**src/hw/pcs_pkg.sv**
```systemverilog
package pcs_pkg;
   // ------------------------------------------------------------
   // Register selects (word index on the host register port)
   // ------------------------------------------------------------
   localparam logic [1:0] PCS_REG_CTRL = 2'h0;
   localparam logic [1:0] PCS_REG_STAT = 2'h1;
   localparam int PCS_DW = 16;

   // ------------------------------------------------------------
   // Control/status register bit positions
   // ------------------------------------------------------------
   localparam int B_STATUS_ERR = 15;
   localparam int B_CMD_ERR = 14;
   localparam int B_RX_DONE = 13;
   localparam int B_TX_DONE = 12;
   localparam int B_CMD_DONE = 11;
   localparam int B_RX_LACK = 10;
   localparam int B_UNSOL = 8;
   localparam int B_SUMMARY = 7;
   localparam int B_INT_EN = 6;
   localparam int B_RESET = 5;
   localparam int B_FLAG_HI = 15;
   localparam int B_FLAG_LO = 8;
   localparam int NUM_FLAGS = 8;
   localparam logic [7:0] FLAG_MASK = 8'hfd;

   // ------------------------------------------------------------
   // State register bit positions
   // ------------------------------------------------------------
   localparam int B_XCVR_FAULT = 15;
   localparam int B_CABLE_FAULT = 14;
   localparam int B_TEST_HI = 13;
   localparam int B_TEST_LO = 8;
   localparam int B_TIMEOUT = 7;
   localparam int TEST_W = 6;

   // ------------------------------------------------------------
   // Port commands
   // ------------------------------------------------------------
   typedef enum logic [3:0] {
      CMD_NOP = 4'h0, CMD_GET_BLOCK = 4'h1, CMD_GET_CMD = 4'h2, CMD_SELFTEST = 4'h3,
      CMD_START = 4'h4, CMD_BOOT = 4'h5, CMD_RSV6 = 4'h6, CMD_RSV7 = 4'h7,
      CMD_POLL = 4'h8, CMD_RSV_LO = 4'h9, CMD_RSV_HI = 4'he, CMD_STOP = 4'hf
   } pcs_cmd_type;

   // ------------------------------------------------------------
   // Adapter state codes
   // ------------------------------------------------------------
   typedef enum logic [3:0] {
      ST_RESET = 4'h0, ST_LOAD = 4'h1, ST_READY = 4'h2, ST_RUNNING = 4'h3,
      ST_UNUSED = 4'h4, ST_BUS_HALT = 4'h5, ST_NET_HALT = 4'h6, ST_BOTH_HALT = 4'h7
   } pcs_state_code_type;
endpackage

```
**src/hw/pcs_if.sv**
```systemverilog
`timescale 1ns/100ps
// Command decode handshake between register bank and decoder
interface pcs_cmd_if;
   logic valid;
   logic [3:0] code;
   logic [3:0] state;
   logic done_set;
   logic stop;
   logic pass;
   modport bank (output valid, output code, output state,
                 input done_set, input stop, input pass);
   modport dec (input valid, input code, input state,
                output done_set, output stop, output pass);
endinterface

```
**src/hw/pcs_cmd_decode.sv**
```systemverilog
`timescale 1ns/100ps
module pcs_cmd_decode
   import pcs_pkg::*;
(
   pcs_cmd_if.dec cmd
);
   // ------------------------------------------------------------
   // Local command decode
   // ------------------------------------------------------------
   // Reserved codes 9 to 14 only set done; stop only from running
   always_comb begin
      cmd.done_set = 1'b0;
      cmd.stop = 1'b0;
      cmd.pass = 1'b0;
      if (cmd.valid) begin
         if (cmd.code >= CMD_RSV_LO && cmd.code <= CMD_RSV_HI) begin
            cmd.done_set = 1'b1;
         end else if (cmd.code == CMD_STOP) begin
            cmd.stop = (cmd.state == ST_RUNNING);
         end else begin
            cmd.pass = 1'b1;
         end
      end
   end
endmodule

```
**src/hw/pcs_regs.sv**
```systemverilog
`timescale 1ns/100ps
//----------------------------------------------------------------
// Summary of operation
// - Reserved command codes 9 to 14 do nothing but set the command-done flag.
// - Stop command returns a running adapter to ready; otherwise ignored.
// - Only the adapter sets flags 15 to 10 and 8; host clears by writing one.
// - Interrupt summary bit is read-only; host writes to it are ignored.
// - Reset bit is write-only and always reads as zero.
// - Status bit 15 reads one on transceiver supply or breaker failure.
// - Status bit 14 reads one when the module cable is badly seated.
// - Bits 13:8 hold the failed self-test code; zero means no failure.
// - Bit 7 marks a bus timeout during a command, valid after command error.
// - Four-bit state field uses codes 0 to 7; 8 and above unassigned.
// - Fatal error enters both-halted and sets unsolicited flag; only reset leaves.
// - Reset state is transitory; after a good reset state reads ready.
// - Summary bit always equals OR of control bits 15 to 8.
// - Writing reset returns to power-up; afterwards command-done and summary set.
//----------------------------------------------------------------
module pcs_regs
   import pcs_pkg::*;
#(
   parameter int RESET_CYCLES = 4
) (
   input wire logic core_clk_in,
   input wire logic resetn_in,
   input wire logic clk_en_in,
   // Host register port
   input wire logic host_wr_in,
   input wire logic host_rd_in,
   input wire logic [1:0] host_sel_in,
   input wire logic [PCS_DW-1:0] host_wdata_in,
   output logic [PCS_DW-1:0] host_rdata_out,
   output logic host_irq_out,
   // Firmware side
   input wire logic [NUM_FLAGS-1:0] fw_flag_set_in,
   input wire logic fw_state_wr_in,
   input wire logic [3:0] fw_state_in,
   input wire logic fw_fatal_in,
   input wire logic fw_timeout_in,
   input wire logic fw_test_wr_in,
   input wire logic [TEST_W-1:0] fw_test_code_in,
   input wire logic xcvr_fault_pin_in,
   input wire logic cable_fault_pin_in,
   output logic cmd_valid_out,
   output logic [3:0] cmd_code_out,
   output logic adapter_reset_out
);
   import pcs_pkg::*;

   // ------------------------------------------------------------
   // Elaboration checks
   // ------------------------------------------------------------
   if (RESET_CYCLES < 1 || RESET_CYCLES > 255) begin : g_chk
      $error("RESET_CYCLES out of range");
   end

   // ------------------------------------------------------------
   // State, declarations
   // ------------------------------------------------------------
   typedef enum logic [2:0] {
      SEQ_IDLE = 3'b001, SEQ_RESET = 3'b010, SEQ_DONE = 3'b100
   } pcs_seq_type;

   pcs_cmd_if cmd();

   logic [NUM_FLAGS-1:0] flags, next_flags;
   logic int_en, next_int_en;
   logic [3:0] cmd_code, next_cmd_code;
   logic cmd_valid, next_cmd_valid;
   logic [3:0] state, next_state;
   logic [TEST_W-1:0] test_code, next_test_code;
   logic timeout, next_timeout;
   logic [1:0] xcvr_sync, cable_sync;
   logic [PCS_DW-1:0] rdata, next_rdata;
   logic irq, next_irq;
   logic adp_reset, next_adp_reset;
   pcs_seq_type seq, next_seq;
   logic [7:0] rst_cnt, next_rst_cnt;
   logic ctrl_wr;
   logic summary;
   logic [PCS_DW-1:0] ctrl_view, stat_view;

   assign cmd.valid = cmd_valid;
   assign cmd.code = cmd_code;
   assign cmd.state = state;

   // Command decoder
   pcs_cmd_decode u_dec (
      .cmd(cmd)
   );

   // ------------------------------------------------------------
   // Pin synchronisers
   // ------------------------------------------------------------
   always_ff @(posedge core_clk_in) begin
      if (!resetn_in) begin
         xcvr_sync <= 2'h0;
         cable_sync <= 2'h0;
      end else if (clk_en_in) begin
         xcvr_sync <= {xcvr_sync[0], xcvr_fault_pin_in};
         cable_sync <= {cable_sync[0], cable_fault_pin_in};
      end
   end

   // ------------------------------------------------------------
   // Read views
   // ------------------------------------------------------------
   assign ctrl_wr = host_wr_in && (host_sel_in == PCS_REG_CTRL);
   assign summary = |flags;

   // Control register view; reset bit reads zero
   always_comb begin
      ctrl_view = '0;
      ctrl_view[B_FLAG_HI:B_FLAG_LO] = flags;
      ctrl_view[B_SUMMARY] = summary;
      ctrl_view[B_INT_EN] = int_en;
      ctrl_view[B_RESET] = 1'b0;
      ctrl_view[3:0] = cmd_code;
   end

   // State register view
   always_comb begin
      stat_view = '0;
      stat_view[B_XCVR_FAULT] = xcvr_sync[1];
      stat_view[B_CABLE_FAULT] = cable_sync[1];
      stat_view[B_TEST_HI:B_TEST_LO] = test_code;
      stat_view[B_TIMEOUT] = timeout;
      stat_view[3:0] = state;
   end

   // ------------------------------------------------------------
   // Reset sequencer
   // ------------------------------------------------------------
   // Host reset write holds the adapter in reset for a while
   always_comb begin
      next_seq = seq;
      next_rst_cnt = rst_cnt;
      next_adp_reset = 1'b0;
      unique case (seq)
         SEQ_IDLE: begin
            if (ctrl_wr && host_wdata_in[B_RESET]) begin
               next_seq = SEQ_RESET;
               next_rst_cnt = 8'(RESET_CYCLES - 1);
               next_adp_reset = 1'b1;
            end
         end
         SEQ_RESET: begin
            next_adp_reset = 1'b1;
            if (rst_cnt == 8'h00) begin
               next_seq = SEQ_DONE;
               next_adp_reset = 1'b0;
            end else begin
               next_rst_cnt = rst_cnt - 8'h01;
            end
         end
         SEQ_DONE: begin
            next_seq = SEQ_IDLE;
         end
         default: begin
            next_seq = SEQ_IDLE;
         end
      endcase
   end

   // ------------------------------------------------------------
   // Register bank next values
   // ------------------------------------------------------------
   always_comb begin
      next_flags = flags;
      next_int_en = int_en;
      next_cmd_code = cmd_code;
      next_cmd_valid = 1'b0;
      next_state = state;
      next_test_code = test_code;
      next_timeout = timeout;
      if (seq == SEQ_RESET) begin
         // Power-up values while reset is in progress
         next_flags = '0;
         next_int_en = 1'b0;
         next_cmd_code = 4'h0;
         next_state = ST_RESET;
         next_test_code = '0;
         next_timeout = 1'b0;
      end else if (seq == SEQ_DONE) begin
         next_state = ST_READY;
         next_flags[B_CMD_DONE - B_FLAG_LO] = 1'b1;
      end else begin
         // Host clears by writing one
         if (ctrl_wr) begin
            next_flags = flags & ~(host_wdata_in[B_FLAG_HI:B_FLAG_LO] & FLAG_MASK);
            next_int_en = host_wdata_in[B_INT_EN]; // summary write ignored
            next_cmd_code = host_wdata_in[3:0];
            next_cmd_valid = !host_wdata_in[B_RESET];
         end
         // Firmware sets win over host clears
         next_flags = next_flags | (fw_flag_set_in & FLAG_MASK);
         if (cmd.done_set) begin
            next_flags[B_CMD_DONE - B_FLAG_LO] = 1'b1;
         end
         if (fw_state_wr_in && state != ST_BOTH_HALT) begin
            next_state = fw_state_in;
         end
         if (cmd.stop) begin
            next_state = ST_READY;
         end
         if (fw_test_wr_in) begin
            next_test_code = fw_test_code_in;
         end
         if (fw_timeout_in) begin
            next_timeout = 1'b1;
         end
         if (fw_fatal_in) begin
            next_state = ST_BOTH_HALT;
            next_flags[B_UNSOL - B_FLAG_LO] = 1'b1;
         end
      end
   end

   // ------------------------------------------------------------
   // Output next values
   // ------------------------------------------------------------
   always_comb begin
      next_rdata = rdata;
      if (host_rd_in) begin
         unique case (host_sel_in)
            PCS_REG_CTRL: next_rdata = ctrl_view;
            PCS_REG_STAT: next_rdata = stat_view;
            default: next_rdata = '0;
         endcase
      end
      next_irq = (|next_flags) && next_int_en;
   end

   // ------------------------------------------------------------
   // Registers
   // ------------------------------------------------------------
   always_ff @(posedge core_clk_in) begin
      if (!resetn_in) begin
         seq <= SEQ_RESET;
         rst_cnt <= 8'(RESET_CYCLES - 1);
         adp_reset <= 1'b1;
         flags <= '0;
         int_en <= 1'b0;
         cmd_code <= 4'h0;
         cmd_valid <= 1'b0;
         state <= ST_RESET;
         test_code <= '0;
         timeout <= 1'b0;
         rdata <= '0;
         irq <= 1'b0;
      end else if (clk_en_in) begin
         seq <= next_seq;
         rst_cnt <= next_rst_cnt;
         adp_reset <= next_adp_reset;
         flags <= next_flags;
         int_en <= next_int_en;
         cmd_code <= next_cmd_code;
         cmd_valid <= next_cmd_valid;
         state <= next_state;
         test_code <= next_test_code;
         timeout <= next_timeout;
         rdata <= next_rdata;
         irq <= next_irq;
      end
   end

   assign host_rdata_out = rdata;
   assign host_irq_out = irq;
   assign cmd_valid_out = cmd_valid && cmd.pass;
   assign cmd_code_out = cmd_code;
   assign adapter_reset_out = adp_reset;
endmodule

```
**config.mk**
```make
export PLATFORM = sky130hd
export DESIGN_NAME = pcs_regs
export DESIGN_NICKNAME = d
export VERILOG_FILES = /design/src/hw/pcs_pkg.sv /design/src/hw/pcs_if.sv /design/src/hw/pcs_cmd_decode.sv /design/src/hw/pcs_regs.sv
export SDC_FILE = /design/constraint.sdc
export NUM_CORES = 1
export LEC_CHECK = 0
export ABC_AREA = 1
export BUFFER_PORTS_ARGS = -buffer_cell sky130_fd_sc_hd__buf_2
export CAP_MARGIN = 10
export CORE_MARGIN = 4
export CORE_UTILIZATION = 30
export CTS_BUF_LIST = sky130_fd_sc_hd__clkbuf_8
export DETAILED_ROUTE_END_ITERATION = 10
export PLACE_DENSITY = 0.61
export SYNTH_ARGS = -nofsm -noshare
export SYNTH_HDL_FRONTEND = slang
export SYNTH_HIERARCHICAL = 1
export SYNTH_SLANG_ARGS = --single-unit
```
**constraint.sdc**
```tcl
create_clock -name core_clk_in -period 2.68 [get_ports core_clk_in]
set_input_delay 0.402 -clock core_clk_in [delete_from_list [all_inputs] [get_ports core_clk_in]]
set_output_delay 0.402 -clock core_clk_in [all_outputs]
set_load 0.01 [all_outputs]
```
Yosys cells after proc, flatten, opt, wreduce, memory -nomap -nowiden
Cells that the tools add are included.
- bits in registers: 58
- input bits: 47
- output and inout port bits: 23
- word-level logic and storage cells: 101
- add/sub/neg operators: 1
- magnitude comparators: 2
- equality and inequality tests: 11
- mux-type cells: 47
- bitwise operators: 3
- reduce and logical (&&, ||, !) cells: 23
- operator list (operator ; count):
    $mux W8 ; 6
    $mux W4 ; 9
    $pmux W16 S2 ; 1
    $mux W1 ; 22
    $mux W6 ; 3
    $pmux W8 S2 ; 1
    $reduce_or A8 Y1 ; 2
    $reduce_and A3 Y1 ; 4
    $mux W3 ; 3
    $and A8 B8 Y8 ; 1
    $logic_not A8 Y1 ; 1
    $ne A2 B2 Y1 const B ; 4
    $not A8 Y8 ; 1
    $or A8 B8 Y8 ; 1
    $reduce_bool A2 Y1 ; 4
    $sub A8 B1 Y8 const B ; 1
    $logic_and A1 B1 Y1 ; 6
    $pmux W3 S2 ; 1
    $reduce_bool A5 Y1 ; 1
    $eq A4 B2 Y1 const B ; 1
    $eq A4 B4 Y1 const B ; 1
    $ge A4 B4 Y1 const B ; 1
    $le A4 B4 Y1 const B ; 1
    $ne A4 B3 Y1 const B ; 1
    other kinds (9) ; 10

Depth between registers and ports, before layout
Gate-level depths: netlist (run 1).
- depth after elaboration: 11
- gate-level depth with buffers: 13
- depth with buffers taken out: 13

By module
The synthesis (run 1) kept the hierarchy.
- by module, submodules not included (module ; times used ; cells each ; area each (µm²) ; seq. area each (µm²)):
    pcs_regs ; 1 ; 392 ; 2852.7 ; 1121.1
    pcs_cmd_decode ; 1 ; 17 ; 72.6 ; 0.0

Worst setup path after synthesis (run 1)
No wires, ideal clock.
- path kind: register to register
- from: reg rst_cnt[0]
- to: reg rst_cnt[3]
- library setup time: 0.122 ns
- data arrival time: 1.332 ns
- data required time: 2.558 ns
- path slack: 1.226 ns
- cell stages (with the launch flop): 11
- buffers on the path: 0
- period minus slack after synthesis: 1.454 ns
- cell sequence: dfxtp_1 -> inv_1 -> ha_1 -> nand3_1 -> o21ai_2 -> nand2_1 -> nand2_4 -> inv_4 -> nand2_1 -> nand2_1 -> nor3b_2
- longest elaborated chain between the ends: 3
- elaborated cells between the ends (all ways): 6
- classes of those cells: add/sub: 1; eq/ne: 1; mux: 2; reduce/logical: 2
- RTL lines (what ; line ; RTL):
    start: declaration ; pcs_regs.sv:78 ; logic [7:0] rst_cnt, next_rst_cnt;
    start signal: assignment ; pcs_regs.sv:240 ; rst_cnt <= 8'(RESET_CYCLES - 1);
    start signal: assignment ; pcs_regs.sv:253 ; rst_cnt <= next_rst_cnt;
    $sub A8 B1 Y8 or $logic_not A8 Y1 (tied branches) ; pcs_regs.sv:153, pcs_regs.sv:149 ;
    $mux W8 or $ne A2 B2 Y1 (tied branches) ; n/a ;
    $pmux W8 S2 or $reduce_and A4 Y1 (tied branches) ; n/a ;
Parallel ways exist; a longest one is shown, timed or not. The select of a mux whose other input is x is not followed.
A chain may end at the register's enable or synchronous reset.

Final worst setup path (run 1)
- from: reg seq[2]
- to: reg rst_cnt[3]
- longest elaborated chain between the ends: 3
- elaborated cells between the ends (all ways): 7
- classes of those cells: eq/ne: 4; mux: 1; reduce/logical: 2
- RTL lines (what ; line ; RTL):
    start: declaration ; pcs_regs.sv:77 ; pcs_seq_type seq, next_seq;
    start signal: assignment ; pcs_regs.sv:252 ; seq <= next_seq;
    $eq A3 B2 Y1 or $eq A3 B1 Y1 (tied branches) ; pcs_regs.sv:139 ; unique case (seq)
    $ne A2 B2 Y1 (no line) or $reduce_bool A2 Y1 (tied branches) ; n/a ;
    $reduce_and A4 Y1 (no line) ; n/a ;
Parallel ways exist; a longest one is shown, timed or not.

==> flow_metrics.env, run 1 <==
export IMPL_min_path_type="in2reg"
export IMPL_setup_viol=0
export IMPL_fin_nets=515
export IMPL_num_io_pins=70
export IMPL_clk_insertion_delay_late_ns=0.31
export IMPL_report_final_slew_viol_count=0
export IMPL_numClockSinks=56
export IMPL_critPathKind="reg2reg"
export IMPL_critPathTopFamily="simple AND/OR/NAND/NOR gates"
export IMPL_met3_usage=0.0289
export IMPL_clockBufferDepth=2
export IMPL_grt_start_max_net_pins=31
export IMPL_grt_overflow=0
export IMPL_wl_per_cell_um=12.6
export IMPL_cts_hold_buf=0
export IMPL_cts_tree="done"
export IMPL_synth_area_um2=2930
export IMPL_max_freq_mhz=566
export IMPL_cts_clk_slew_worst_paths_ns=0.09
export IMPL_dp_cells=589
export IMPL_fin_tns_setup_ns=0
export IMPL_cts_made_buffers=5
export IMPL_postCtsResizedCells=0
export IMPL_path_max_fanout=18
export IMPL_leakage_uw=0.00159
export IMPL_grt_busiest_layer="met2"
export IMPL_post_cts_setup_buffers=0
export IMPL_hold_violations=0
export IMPL_grtUsageMet2=0.223
export IMPL_remaining_drc_errors=0
export IMPL_min_delay_start="xcvr_fault_pin_in"
export IMPL_synthCells=409
export IMPL_ys_types=39
export IMPL_status="finished clean"
export IMPL_startpoint_type="register"
export IMPL_initial_utilization=0.312
export IMPL_regToRegSetupSlack_ns=0.91
export IMPL_layout_cells_non_filler=596
export IMPL_initialDrtViolationCount=108
export IMPL_area_growth_pct=18.7
export IMPL_max_slew_margin=0.279
export IMPL_dr_pass1_iters=4
export IMPL_crit_buf_inv=2
export IMPL_max_cap_violations=0
export IMPL_die_area_um2=11400
export IMPL_vias=2758
export IMPL_met1_usage=0.179
export IMPL_vias_per_cell=4.63
export IMPL_peakVddDrop_mv=0.261
export IMPL_ys_seq_area_frac=0.383
export IMPL_hold_depth=3
export IMPL_grt_util_all_layers=0.135
export IMPL_ys_warn_count=6
export IMPL_cp_required_ns=2.87
export IMPL_place_hpwl_um=5820
export IMPL_crit_slowest_cell="dfxtp_1"
export IMPL_antenna_found_initial=0
export IMPL_fin_crit_sh=0.660
export IMPL_min_to="xcvr_sync[0]$_SDFFE_PN0P_"
export IMPL_crit_path_end_kind="register"
export IMPL_antenna_left=0
export IMPL_core_area_um2=9370
export IMPL_max_stage_delay_ns=0.36
export IMPL_ys_seq_elements=56
export IMPL_crit_chain="nor2_2 -> nand2_4 -> inv_2 -> o21ai_2 -> nand2_1 -> nand2_4 -> inv_4 -> nand2_1 -> nor2_1 -> nor3b_2"
export IMPL_insertedDiodeCount=0
export IMPL_cts_root_buffer="clkbuf_8"
export IMPL_grt_pass1_vias=2624
export IMPL_fin_skew_ns=0.0136
export IMPL_grt_pass1_wl_um=12500
export IMPL_tightest_slew_ns=1.08
export IMPL_reg2reg_from="seq[2]$_SDFFE_PN0P_"
export IMPL_finalWirelength_um=7520
export IMPL_syn_avg_cell_area_um2=7.15
export IMPL_power_density_nw_per_um2=728
export IMPL_rows=35
export IMPL_grt_setup_unrepaired="false"
export IMPL_r2r_end="rst_cnt[3]$_SDFFE_PN0P_"
export IMPL_h_tree_depth=2
export IMPL_min_period_ns=1.77
export IMPL_r2r_cells=10
export IMPL_die_w_um=107
export IMPL_gp_congestion=0.820
export IMPL_cp_arrival_ns=1.96
export IMPL_fp_dieH_um=107
export IMPL_drive_gt1_frac=0.240
export IMPL_portBuffers=63
-- worst max-delay path by stage --
stage / from / end / slack, ns / cells after the start
6_report: seq[2]$_SDFFE_PN0P_ / rst_cnt[3]$_SDFFE_PN0P_ / 0.91 / 10
5_1_grt: seq[2]$_SDFFE_PN0P_ / rst_cnt[3]$_SDFFE_PN0P_ / 0.74 / 10
4_1_cts: seq[2]$_SDFFE_PN0P_ / rst_cnt[3]$_SDFFE_PN0P_ / 0.88 / 10
3_5_place_dp: clk_en_in / rst_cnt[3]$_SDFFE_PN0P_ / 0.69 / 8
3_3_place_gp: clk_en_in / rst_cnt[3]$_SDFFE_PN0P_ / 0.71 / 8
2_1_floorplan: rst_cnt[0]$_SDFFE_PN1P_ / rst_cnt[3]$_SDFFE_PN0P_ / 1.23 / 10
-- cells in the final DEF (no fill, tap or decap), types with 4 or more instances in the layout --
cell type and n:
inv_2 7, o21ai_1 4, nand2_1 61, nand3_1 30, nand4_1 5, nor2_1 60, o21ai_0 19, inv_1 53
o22ai_1 6, nor3_1 5, clkbuf_8 5, buf_2 63, a211oi_2 6, a31oi_1 6, a21oi_2 5, o211ai_1 7
a21oi_1 32, dfxtp_1 56, nand2_4 5
-- per-layer routing --
layer | part of all wire | wire [µm]
met1 | 0.45 | 3400
met3 | 0.052 | 394
met5 | 0 | 0
met4 | 0.012 | 91
met2 | 0.48 | 3640
-- report_power, final --
part / internal (µW) / switching (µW) / total [µW]
clock network: 368 / 267 / 635
logic: 284 / 584 / 867
registers: 938 / 88.8 / 1030
total: 1590 / 939 / 2530
-- cell type report --
| cell class | instances | area, µm² |
|---|---|---|
| clock inverter | 2 | 60.1 |
| sequential | 56 | 1120 |
| tap | 129 | 161 |
| clock buffer | 5 | 68.8 |
| inverter | 63 | 239 |
| timing repair buffer | 66 | 338 |
| multi-input combinational | 275 | 1490 |
| fill | 1048 | 5900 |
-- cell usage after synthesis --
cell,count,area [µm²]
nand2_1,61,229
a21oi_1,32,160
inv_4,1,6.26
nand2_2,2,12.5
a21oi_2,5,43.8
buf_4,2,15.0
dfxtp_1,56,1120
nor3_1,5,25.0
nor3b_2,1,12.5
o21a_1,1,7.51
a31oi_1,6,37.5
buf_2,1,5.00
nor3_4,1,16.3
nor2_2,3,18.8
o211ai_1,7,52.6
o21ai_1,4,20.0
a21oi_4,1,16.3
or2_0,1,6.26
inv_1,53,199
nand2_4,5,56.3
a211oi_2,6,75.1
o21ai_0,19,95.1
o21ai_2,1,8.76
o21ai_4,3,48.8
xor2_1,1,8.76
conb_1,1,3.75
clkbuf_1,11,41.3
inv_2,7,26.3
o22ai_1,6,37.5
nand3b_1,2,15.0
clkinv_1,2,7.51
ha_1,1,12.5
buf_6,2,22.5
nor2_1,60,225
a21boi_1,1,7.51
nor2_8,2,40.0
nand3_1,30,150
and2_2,1,7.51
nand4_1,5,31.3
-- flip-flops by register name, indices dropped and copies added, names as in the netlist --
name	cells
adapter_reset_out	1
test_code	6
cmd.valid	1
cable_sync	2
seq	3
int_en	1
cmd_code_out	4
host_irq_out	1
host_rdata_out	14
xcvr_sync	2
rst_cnt	8
cmd.state	4
timeout	1
flags	8
-- logic make-up after synthesis --
logic type | count (synthesis) | share of synthesized area
buf+inv | 79 | 0.110
simple gates | 179 | 0.289
xor+xnor | 1 | 0.00299
fa+ha+maj | 1 | 0.00428
compound gates | 92 | 0.209
flops | 56 | 0.383
other cells | 1 | 0.00128
-- worst reg2reg max path, cell delays in order (launching register included) --
cell     delay [ns]
dfxtp_1        0.36
nor2_2         0.16
nand2_4        0.18
inv_2          0.28
o21ai_2        0.11
nand2_1        0.11
nand2_4        0.11
inv_4          0.11
nand2_1        0.07
nor2_1         0.11
nor3b_2        0.05
-- stage by stage --
step / setup WS (ns) / utilization / hold slack [ns] / instance area (µm²) / power (µW)
final: 0.912 / 0.371 / 0.338 / 3470 / 2530
after global routing: 0.744 / 0.371 / 0.337 / 3470 / 2710
after CTS: 0.881 / 0.371 / 0.339 / 3470 / 2550
after detailed placement: 0.693 / 0.357 / 0.442 / 3340 / 1920
after global placement: 0.714 / 0.357 / 0.440 / 3340 / 1900
after floorplan: 1.23 / - / 0.430 / 2930 / 1700
(Power assumes the default switching activity.)
==> run 2: changes to the inputs <==
==> constraint.sdc (replaced) <==
create_clock -name core_clk_in -period 1.7 [get_ports core_clk_in]
set_input_delay 0.255 -clock core_clk_in [delete_from_list [all_inputs] [get_ports core_clk_in]]
set_output_delay 0.255 -clock core_clk_in [all_outputs]
set_load 0.01 [all_outputs]
==> run 2 against run 1 <==
  * Combinational power rose by 68%
  * Largest cell class unchanged
  * Highest routed layer unchanged
  * Clock power rose by 17%
  * Via count rose by 1.3%
  * Largest power group unchanged
  * Final cell count rose by 1.5%
==> flow_metrics.env, run 2 (same netlist as run 1, synthesis figures left out) <==
export IMPL_report_final_slew_viol_count=0
export IMPL_dr_pass1_iters=7
export IMPL_fin_tns_setup_ns=0
export IMPL_reg2reg_from="rst_cnt[0]$_SDFFE_PN1P_"
export IMPL_die_area_um2=11400
export IMPL_critPathTopFamily="simple AND/OR/NAND/NOR gates"
export IMPL_layout_cells_non_filler=605
export IMPL_path_common_cell="nand2_1"
export IMPL_regArea_um2=1130
export IMPL_cts_root_buffer="clkbuf_8"
export IMPL_hold_violations=0
export IMPL_drive_gt1_frac=0.269
export IMPL_die_w_um=107
export IMPL_rows=35
export IMPL_max_cap_violations=0
export IMPL_layout_commonest_cell="buf_2"
export IMPL_leakage_uw=0.00162
export IMPL_cts_clk_slew_worst_paths_ns=0.10
export IMPL_final_cell_mix="buf_2 (63), nand2_1 (61), nor2_1 (60)"
export IMPL_antenna_found_initial=0
export IMPL_insertedDiodeCount=0
export IMPL_crit_buf_inv=2
export IMPL_portBuffers=63
export IMPL_h_tree_depth=2
export IMPL_clockBufferDepth=2
export IMPL_fp_dieH_um=107
export IMPL_max_slew_margin=0.608
export IMPL_utilization=0.377
export IMPL_cp_depth=10
export IMPL_peakVddDrop_mv=0.402
export IMPL_max_freq_mhz=644
export IMPL_initial_utilization=0.312
export IMPL_max_stage_delay_ns=0.32
export IMPL_fill_cells=981
export IMPL_crit_slowest_cell="dfxtp_1"
export IMPL_grt_util_all_layers=0.132
export IMPL_path_max_fanout=8
export IMPL_gp_congestion=0.824
export IMPL_critPathKind="reg2reg"
export IMPL_antenna_left=0
export IMPL_status="finished clean"
export IMPL_clk_insertion_delay_late_ns=0.32
export IMPL_hold_depth=3
export IMPL_place_hpwl_um=5910
export IMPL_largest_reg_flops=14
export IMPL_cts_hold_buf=0
export IMPL_grt_overflow=0
export IMPL_vias_per_cell=4.62
export IMPL_area_growth_pct=20.7
export IMPL_min_to="cable_sync[0]$_SDFFE_PN0P_"
export IMPL_remaining_drc_errors=0
export IMPL_finalWirelength_um=7660
export IMPL_multi_input_area_um2=1500
export IMPL_dp_cells=597
export IMPL_grt_pass1_vias=2453
export IMPL_cp_required_ns=1.91
export IMPL_crit_path_end_kind="register"
export IMPL_regToRegSetupSlack_ns=0.15
export IMPL_vias=2793
export IMPL_power_density_nw_per_um2=1090
export IMPL_numClockSinks=56
export IMPL_num_io_pins=70
export IMPL_grt_pass1_wl_um=12100
export IMPL_initialDrtViolationCount=114
export IMPL_cts_made_buffers=5
export IMPL_core_area_um2=9370
export IMPL_min_period_ns=1.55
export IMPL_pre_cts_slack_ns=0.131
export IMPL_startpoint_type="register"
export IMPL_grt_setup_unrepaired="false"
export IMPL_p_total_uw=3830
export IMPL_fin_crit_sh=0.913
export IMPL_r2r_cells=10
export IMPL_setup_viol=0
export IMPL_fin_skew_ns=0.0170
export IMPL_tightest_slew_ns=0.587
export IMPL_fin_nets=523
export IMPL_min_delay_start="cable_fault_pin_in"
export IMPL_fin_ws_ns=0.147
export IMPL_r2r_end="rst_cnt[3]$_SDFFE_PN0P_"
export IMPL_grt_start_max_net_pins=25
export IMPL_cts_tree="done"
export IMPL_wl_per_cell_um=12.7
export IMPL_min_path_type="in2reg"
export IMPL_crit_chain="inv_1 -> ha_4 -> nand3_2 -> o21ai_2 -> nand2_1 -> nand2_4 -> inv_4 -> nand2_1 -> nand2_1 -> nor3b_2"
export IMPL_cp_arrival_ns=1.76
==> run 2: power breakdown <==
part           leakage (µW)  internal (µW)  switching (µW)  total, µW
clock network     0.0000455            289             457        746
registers          0.000461           1490             142       1630
logic               0.00111            515             941       1460
total               0.00162           2290            1540       3830
==> run 2: tightest hold or removal path: stages <==
cell and delay, ns:
buf_2 0.08, nor2_1 0.04, nor2_1 0.08
==> run 2: area by class of cell <==
class                           instances  area share
Clock buffer                            5      0.0195
Clock inverter                          3     0.00567
Inverter                               63      0.0677
Multi-Input combinational cell        275       0.426
Sequential cell                        56       0.320
Tap cell                              129      0.0457
Timing Repair Buffer                   74       0.116
==> run 2: per-stage QoR <==
stage                     hold WS (ns)  cell area, µm²
after floorplan                  0.390            2930
after global placement           0.439            3420
after detailed placement         0.447            3420
after CTS                        0.172            3510
after global routing             0.192            3530
final                            0.177            3530
==> run 2: worst max path at each step <==
| stage | end | slack [ns] | startpoint |
|---|---|---|---|
| detailed placement | host_irq_out$_SDFFE_PN0P_ | 0.13 | seq[2]$_SDFFE_PN0P_ |
| finish | rst_cnt[3]$_SDFFE_PN0P_ | 0.15 | rst_cnt[0]$_SDFFE_PN1P_ |
| global placement | rst_cnt[1]$_SDFFE_PN1P_ | 0.16 | host_sel_in[1] |
| CTS | host_irq_out$_SDFFE_PN0P_ | 0.10 | seq[2]$_SDFFE_PN0P_ |
| floorplan | rst_cnt[3]$_SDFFE_PN0P_ | 0.25 | rst_cnt[0]$_SDFFE_PN1P_ |
| global route | rst_cnt[3]$_SDFFE_PN0P_ | 0.005 | seq[1]$_SDFFE_PN1P_ |
==> run 2: per-layer routing <==
metal,track usage,routed length (µm),part of all wire,vias to the layer above
li1,-,-,-,1453
met1,0.177,3500,0.46,1266
met2,0.219,3680,0.48,67
met3,0.0265,419,0.055,7
met4,0.0301,68,0.0089,0
met5,0,0,0,-
==> run 2: timing repair <==
item / CTS / global route
setup buffers: 0 / 0
resized for setup: 0 / 9
hold endpoints to repair: 0 / 0
endpoints found under the setup margin: 0 / 6
==> run 3: changes to the inputs <==
--- a/config.mk
+++ b/config.mk
@@ -13,6 +13,7 @@
 export CTS_BUF_LIST = sky130_fd_sc_hd__clkbuf_8
 export DETAILED_ROUTE_END_ITERATION = 10
 export PLACE_DENSITY = 0.61
+export SETUP_SLACK_MARGIN = 0.4
 export SYNTH_ARGS = -nofsm -noshare
 export SYNTH_HDL_FRONTEND = slang
 export SYNTH_HIERARCHICAL = 1
==> run 3 against run 2 <==
  * Sequential cell count stayed put
  * Largest cell class unchanged
  * Setup slack gained 0.072 ns
  * Routed wire length up 5.2%
==> flow_metrics.env, run 3 (same netlist as run 1, synthesis figures left out) <==
export IMPL_core_area_um2=9370
export IMPL_path_common_cell="nand2_1"
export IMPL_cp_arrival_ns=1.23
export IMPL_crit_path_end_kind="primary output"
export IMPL_setup_viol=0
export IMPL_clockBufferDepth=2
export IMPL_fp_dieH_um=107
export IMPL_leakage_uw=0.00179
export IMPL_initialDrtViolationCount=117
export IMPL_grt_util_all_layers=0.141
export IMPL_numClockSinks=56
export IMPL_cts_made_buffers=5
export IMPL_grt_setup_unrepaired="true"
export IMPL_r2r_cells=11
export IMPL_fin_tns_setup_ns=0
export IMPL_path_max_fanout=3
export IMPL_area_growth_pct=36.1
export IMPL_r2r_end="host_irq_out$_SDFFE_PN0P_"
export IMPL_min_delay_start="cable_fault_pin_in"
export IMPL_fin_nets=547
export IMPL_antenna_left=0
export IMPL_postPlaceCellArea_um2=3440
export IMPL_place_hpwl_um=5930
export IMPL_power_density_nw_per_um2=1180
export IMPL_vias_per_cell=4.61
export IMPL_reg2reg_from="seq[0]$_SDFFE_PN0P_"
export IMPL_hold_violations=0
export IMPL_max_freq_mhz=676
export IMPL_critPathKind="reg2out"
export IMPL_crit_slowest_cell="dfxtp_4"
export IMPL_clk_insertion_delay_late_ns=0.32
export IMPL_cts_hold_buf=0
export IMPL_num_io_pins=70
export IMPL_hold_depth=3
export IMPL_grt_overflow=0
export IMPL_insertedDiodeCount=0
export IMPL_vias=2902
export IMPL_crit_chain="nor2_1 -> nand2_1 -> a21boi_1 -> nand2_1 -> inv_1 -> buf_2"
export IMPL_crit_path_start="cmd_code_out[1]$_SDFFE_PN0P_"
export IMPL_largest_reg_flops=14
export IMPL_grt_pass1_vias=2738
export IMPL_h_tree_depth=2
export IMPL_timing_hold_ws_ns=0.187
export IMPL_final_cell_area_um2=3980
export IMPL_grt_start_max_net_pins=20
export IMPL_grt_pass1_wl_um=13000
export IMPL_peakVddDrop_mv=0.599
export IMPL_drive_gt1_frac=0.382
export IMPL_min_to="cable_sync[0]$_SDFFE_PN0P_"
export IMPL_final_cell_mix="buf_2 (62), nor2_1 (52), nand2_1 (51)"
export IMPL_status="finished clean"
export IMPL_wl_per_cell_um=12.8
export IMPL_report_final_slew_viol_count=0
export IMPL_min_path_type="in2reg"
export IMPL_p_total_uw=4690
export IMPL_remaining_drc_errors=0
export IMPL_pre_cts_slack_ns=0.148
export IMPL_max_stage_delay_ns=0.37
export IMPL_startpoint_type="register"
export IMPL_finalWirelength_um=8060
export IMPL_initial_utilization=0.312
export IMPL_min_period_ns=1.48
export IMPL_cp_required_ns=1.44
export IMPL_max_cap_violations=0
export IMPL_fin_skew_ns=0.0161
export IMPL_cts_root_buffer="clkbuf_8"
export IMPL_portBuffers=63
export IMPL_layout_commonest_cell="buf_2"
export IMPL_fill_cells=981
export IMPL_cts_tree="done"
export IMPL_regToRegSetupSlack_ns=0.23
export IMPL_dr_pass1_iters=4
export IMPL_rows=35
export IMPL_die_w_um=107
export IMPL_fin_crit_sh=0.871
export IMPL_die_area_um2=11400
export IMPL_fin_ws_ns=0.220
export IMPL_cts_clk_slew_worst_paths_ns=0.10
export IMPL_antenna_found_initial=1
export IMPL_gp_congestion=0.860
-- run 3: power by group --
group | total, µW | internal [µW] | switching [µW]
clock network | 935 | 482 | 452
logic | 2090 | 939 | 1150
registers | 1670 | 1510 | 156
total | 4690 | 2930 | 1760
-- run 3: layout make-up --
type / instances / area [µm²] / area share
multi-input combinational: 275 / 1640 / 0.411
sequential: 56 / 1150 / 0.290
timing repair buffer: 98 / 653 / 0.164
inverter: 63 / 254 / 0.0638
tap: 129 / 161 / 0.0405
clock buffer: 6 / 82.6 / 0.0207
clock inverter: 2 / 38.8 / 0.00974
-- run 3: worst max path at each step --
stage / endpoint / slack (ns) / depth (start not counted)
after floorplan: rst_cnt[3]$_SDFFE_PN0P_ / 0.32 / 10
after detailed placement: rst_cnt[1]$_SDFFE_PN1P_ / 0.15 / 10
after global routing: cmd.state[3]$_SDFFE_PN0P_ / 0.13 / 10
after CTS: cmd_valid_out / 0.23 / 6
final: cmd_valid_out / 0.22 / 6
after global placement: rst_cnt[1]$_SDFFE_PN1P_ / 0.18 / 10
-- run 3: what timing repair did --
action | in CTS | in global routing
endpoints found under the setup margin | 30 | 40
cloned | 0 | 0
endpoints found under the hold margin | 0 | 0
pin swaps | 9 | 5
gates resized for setup | 30 | 31
setup buffers | 21 | 4
-- run 3: worst max-delay path: cells and delay by family (launching register included) --
| kind | cells | cell delay [ns] |
|---|---|---|
| flops | 1 | 0.37 |
| simple gates | 3 | 0.24 |
| buf+inv | 2 | 0.17 |
| compound gates | 1 | 0.13 |
-- run 3: stage by stage --
stage                util  cells
global placement    0.367    596
global route        0.425    629
floorplan               -    410
detailed placement  0.367    596
CTS                 0.411    625
finish              0.425    629
-- run 3: layer usage --
metal  up-vias  global-route usage  wire length [µm]
li1       1511                   -                 -
met1      1320               0.177              3590
met2        62               0.242              3950
met3         7              0.0313               440
met4         2              0.0374                64
met5         -                   0                13
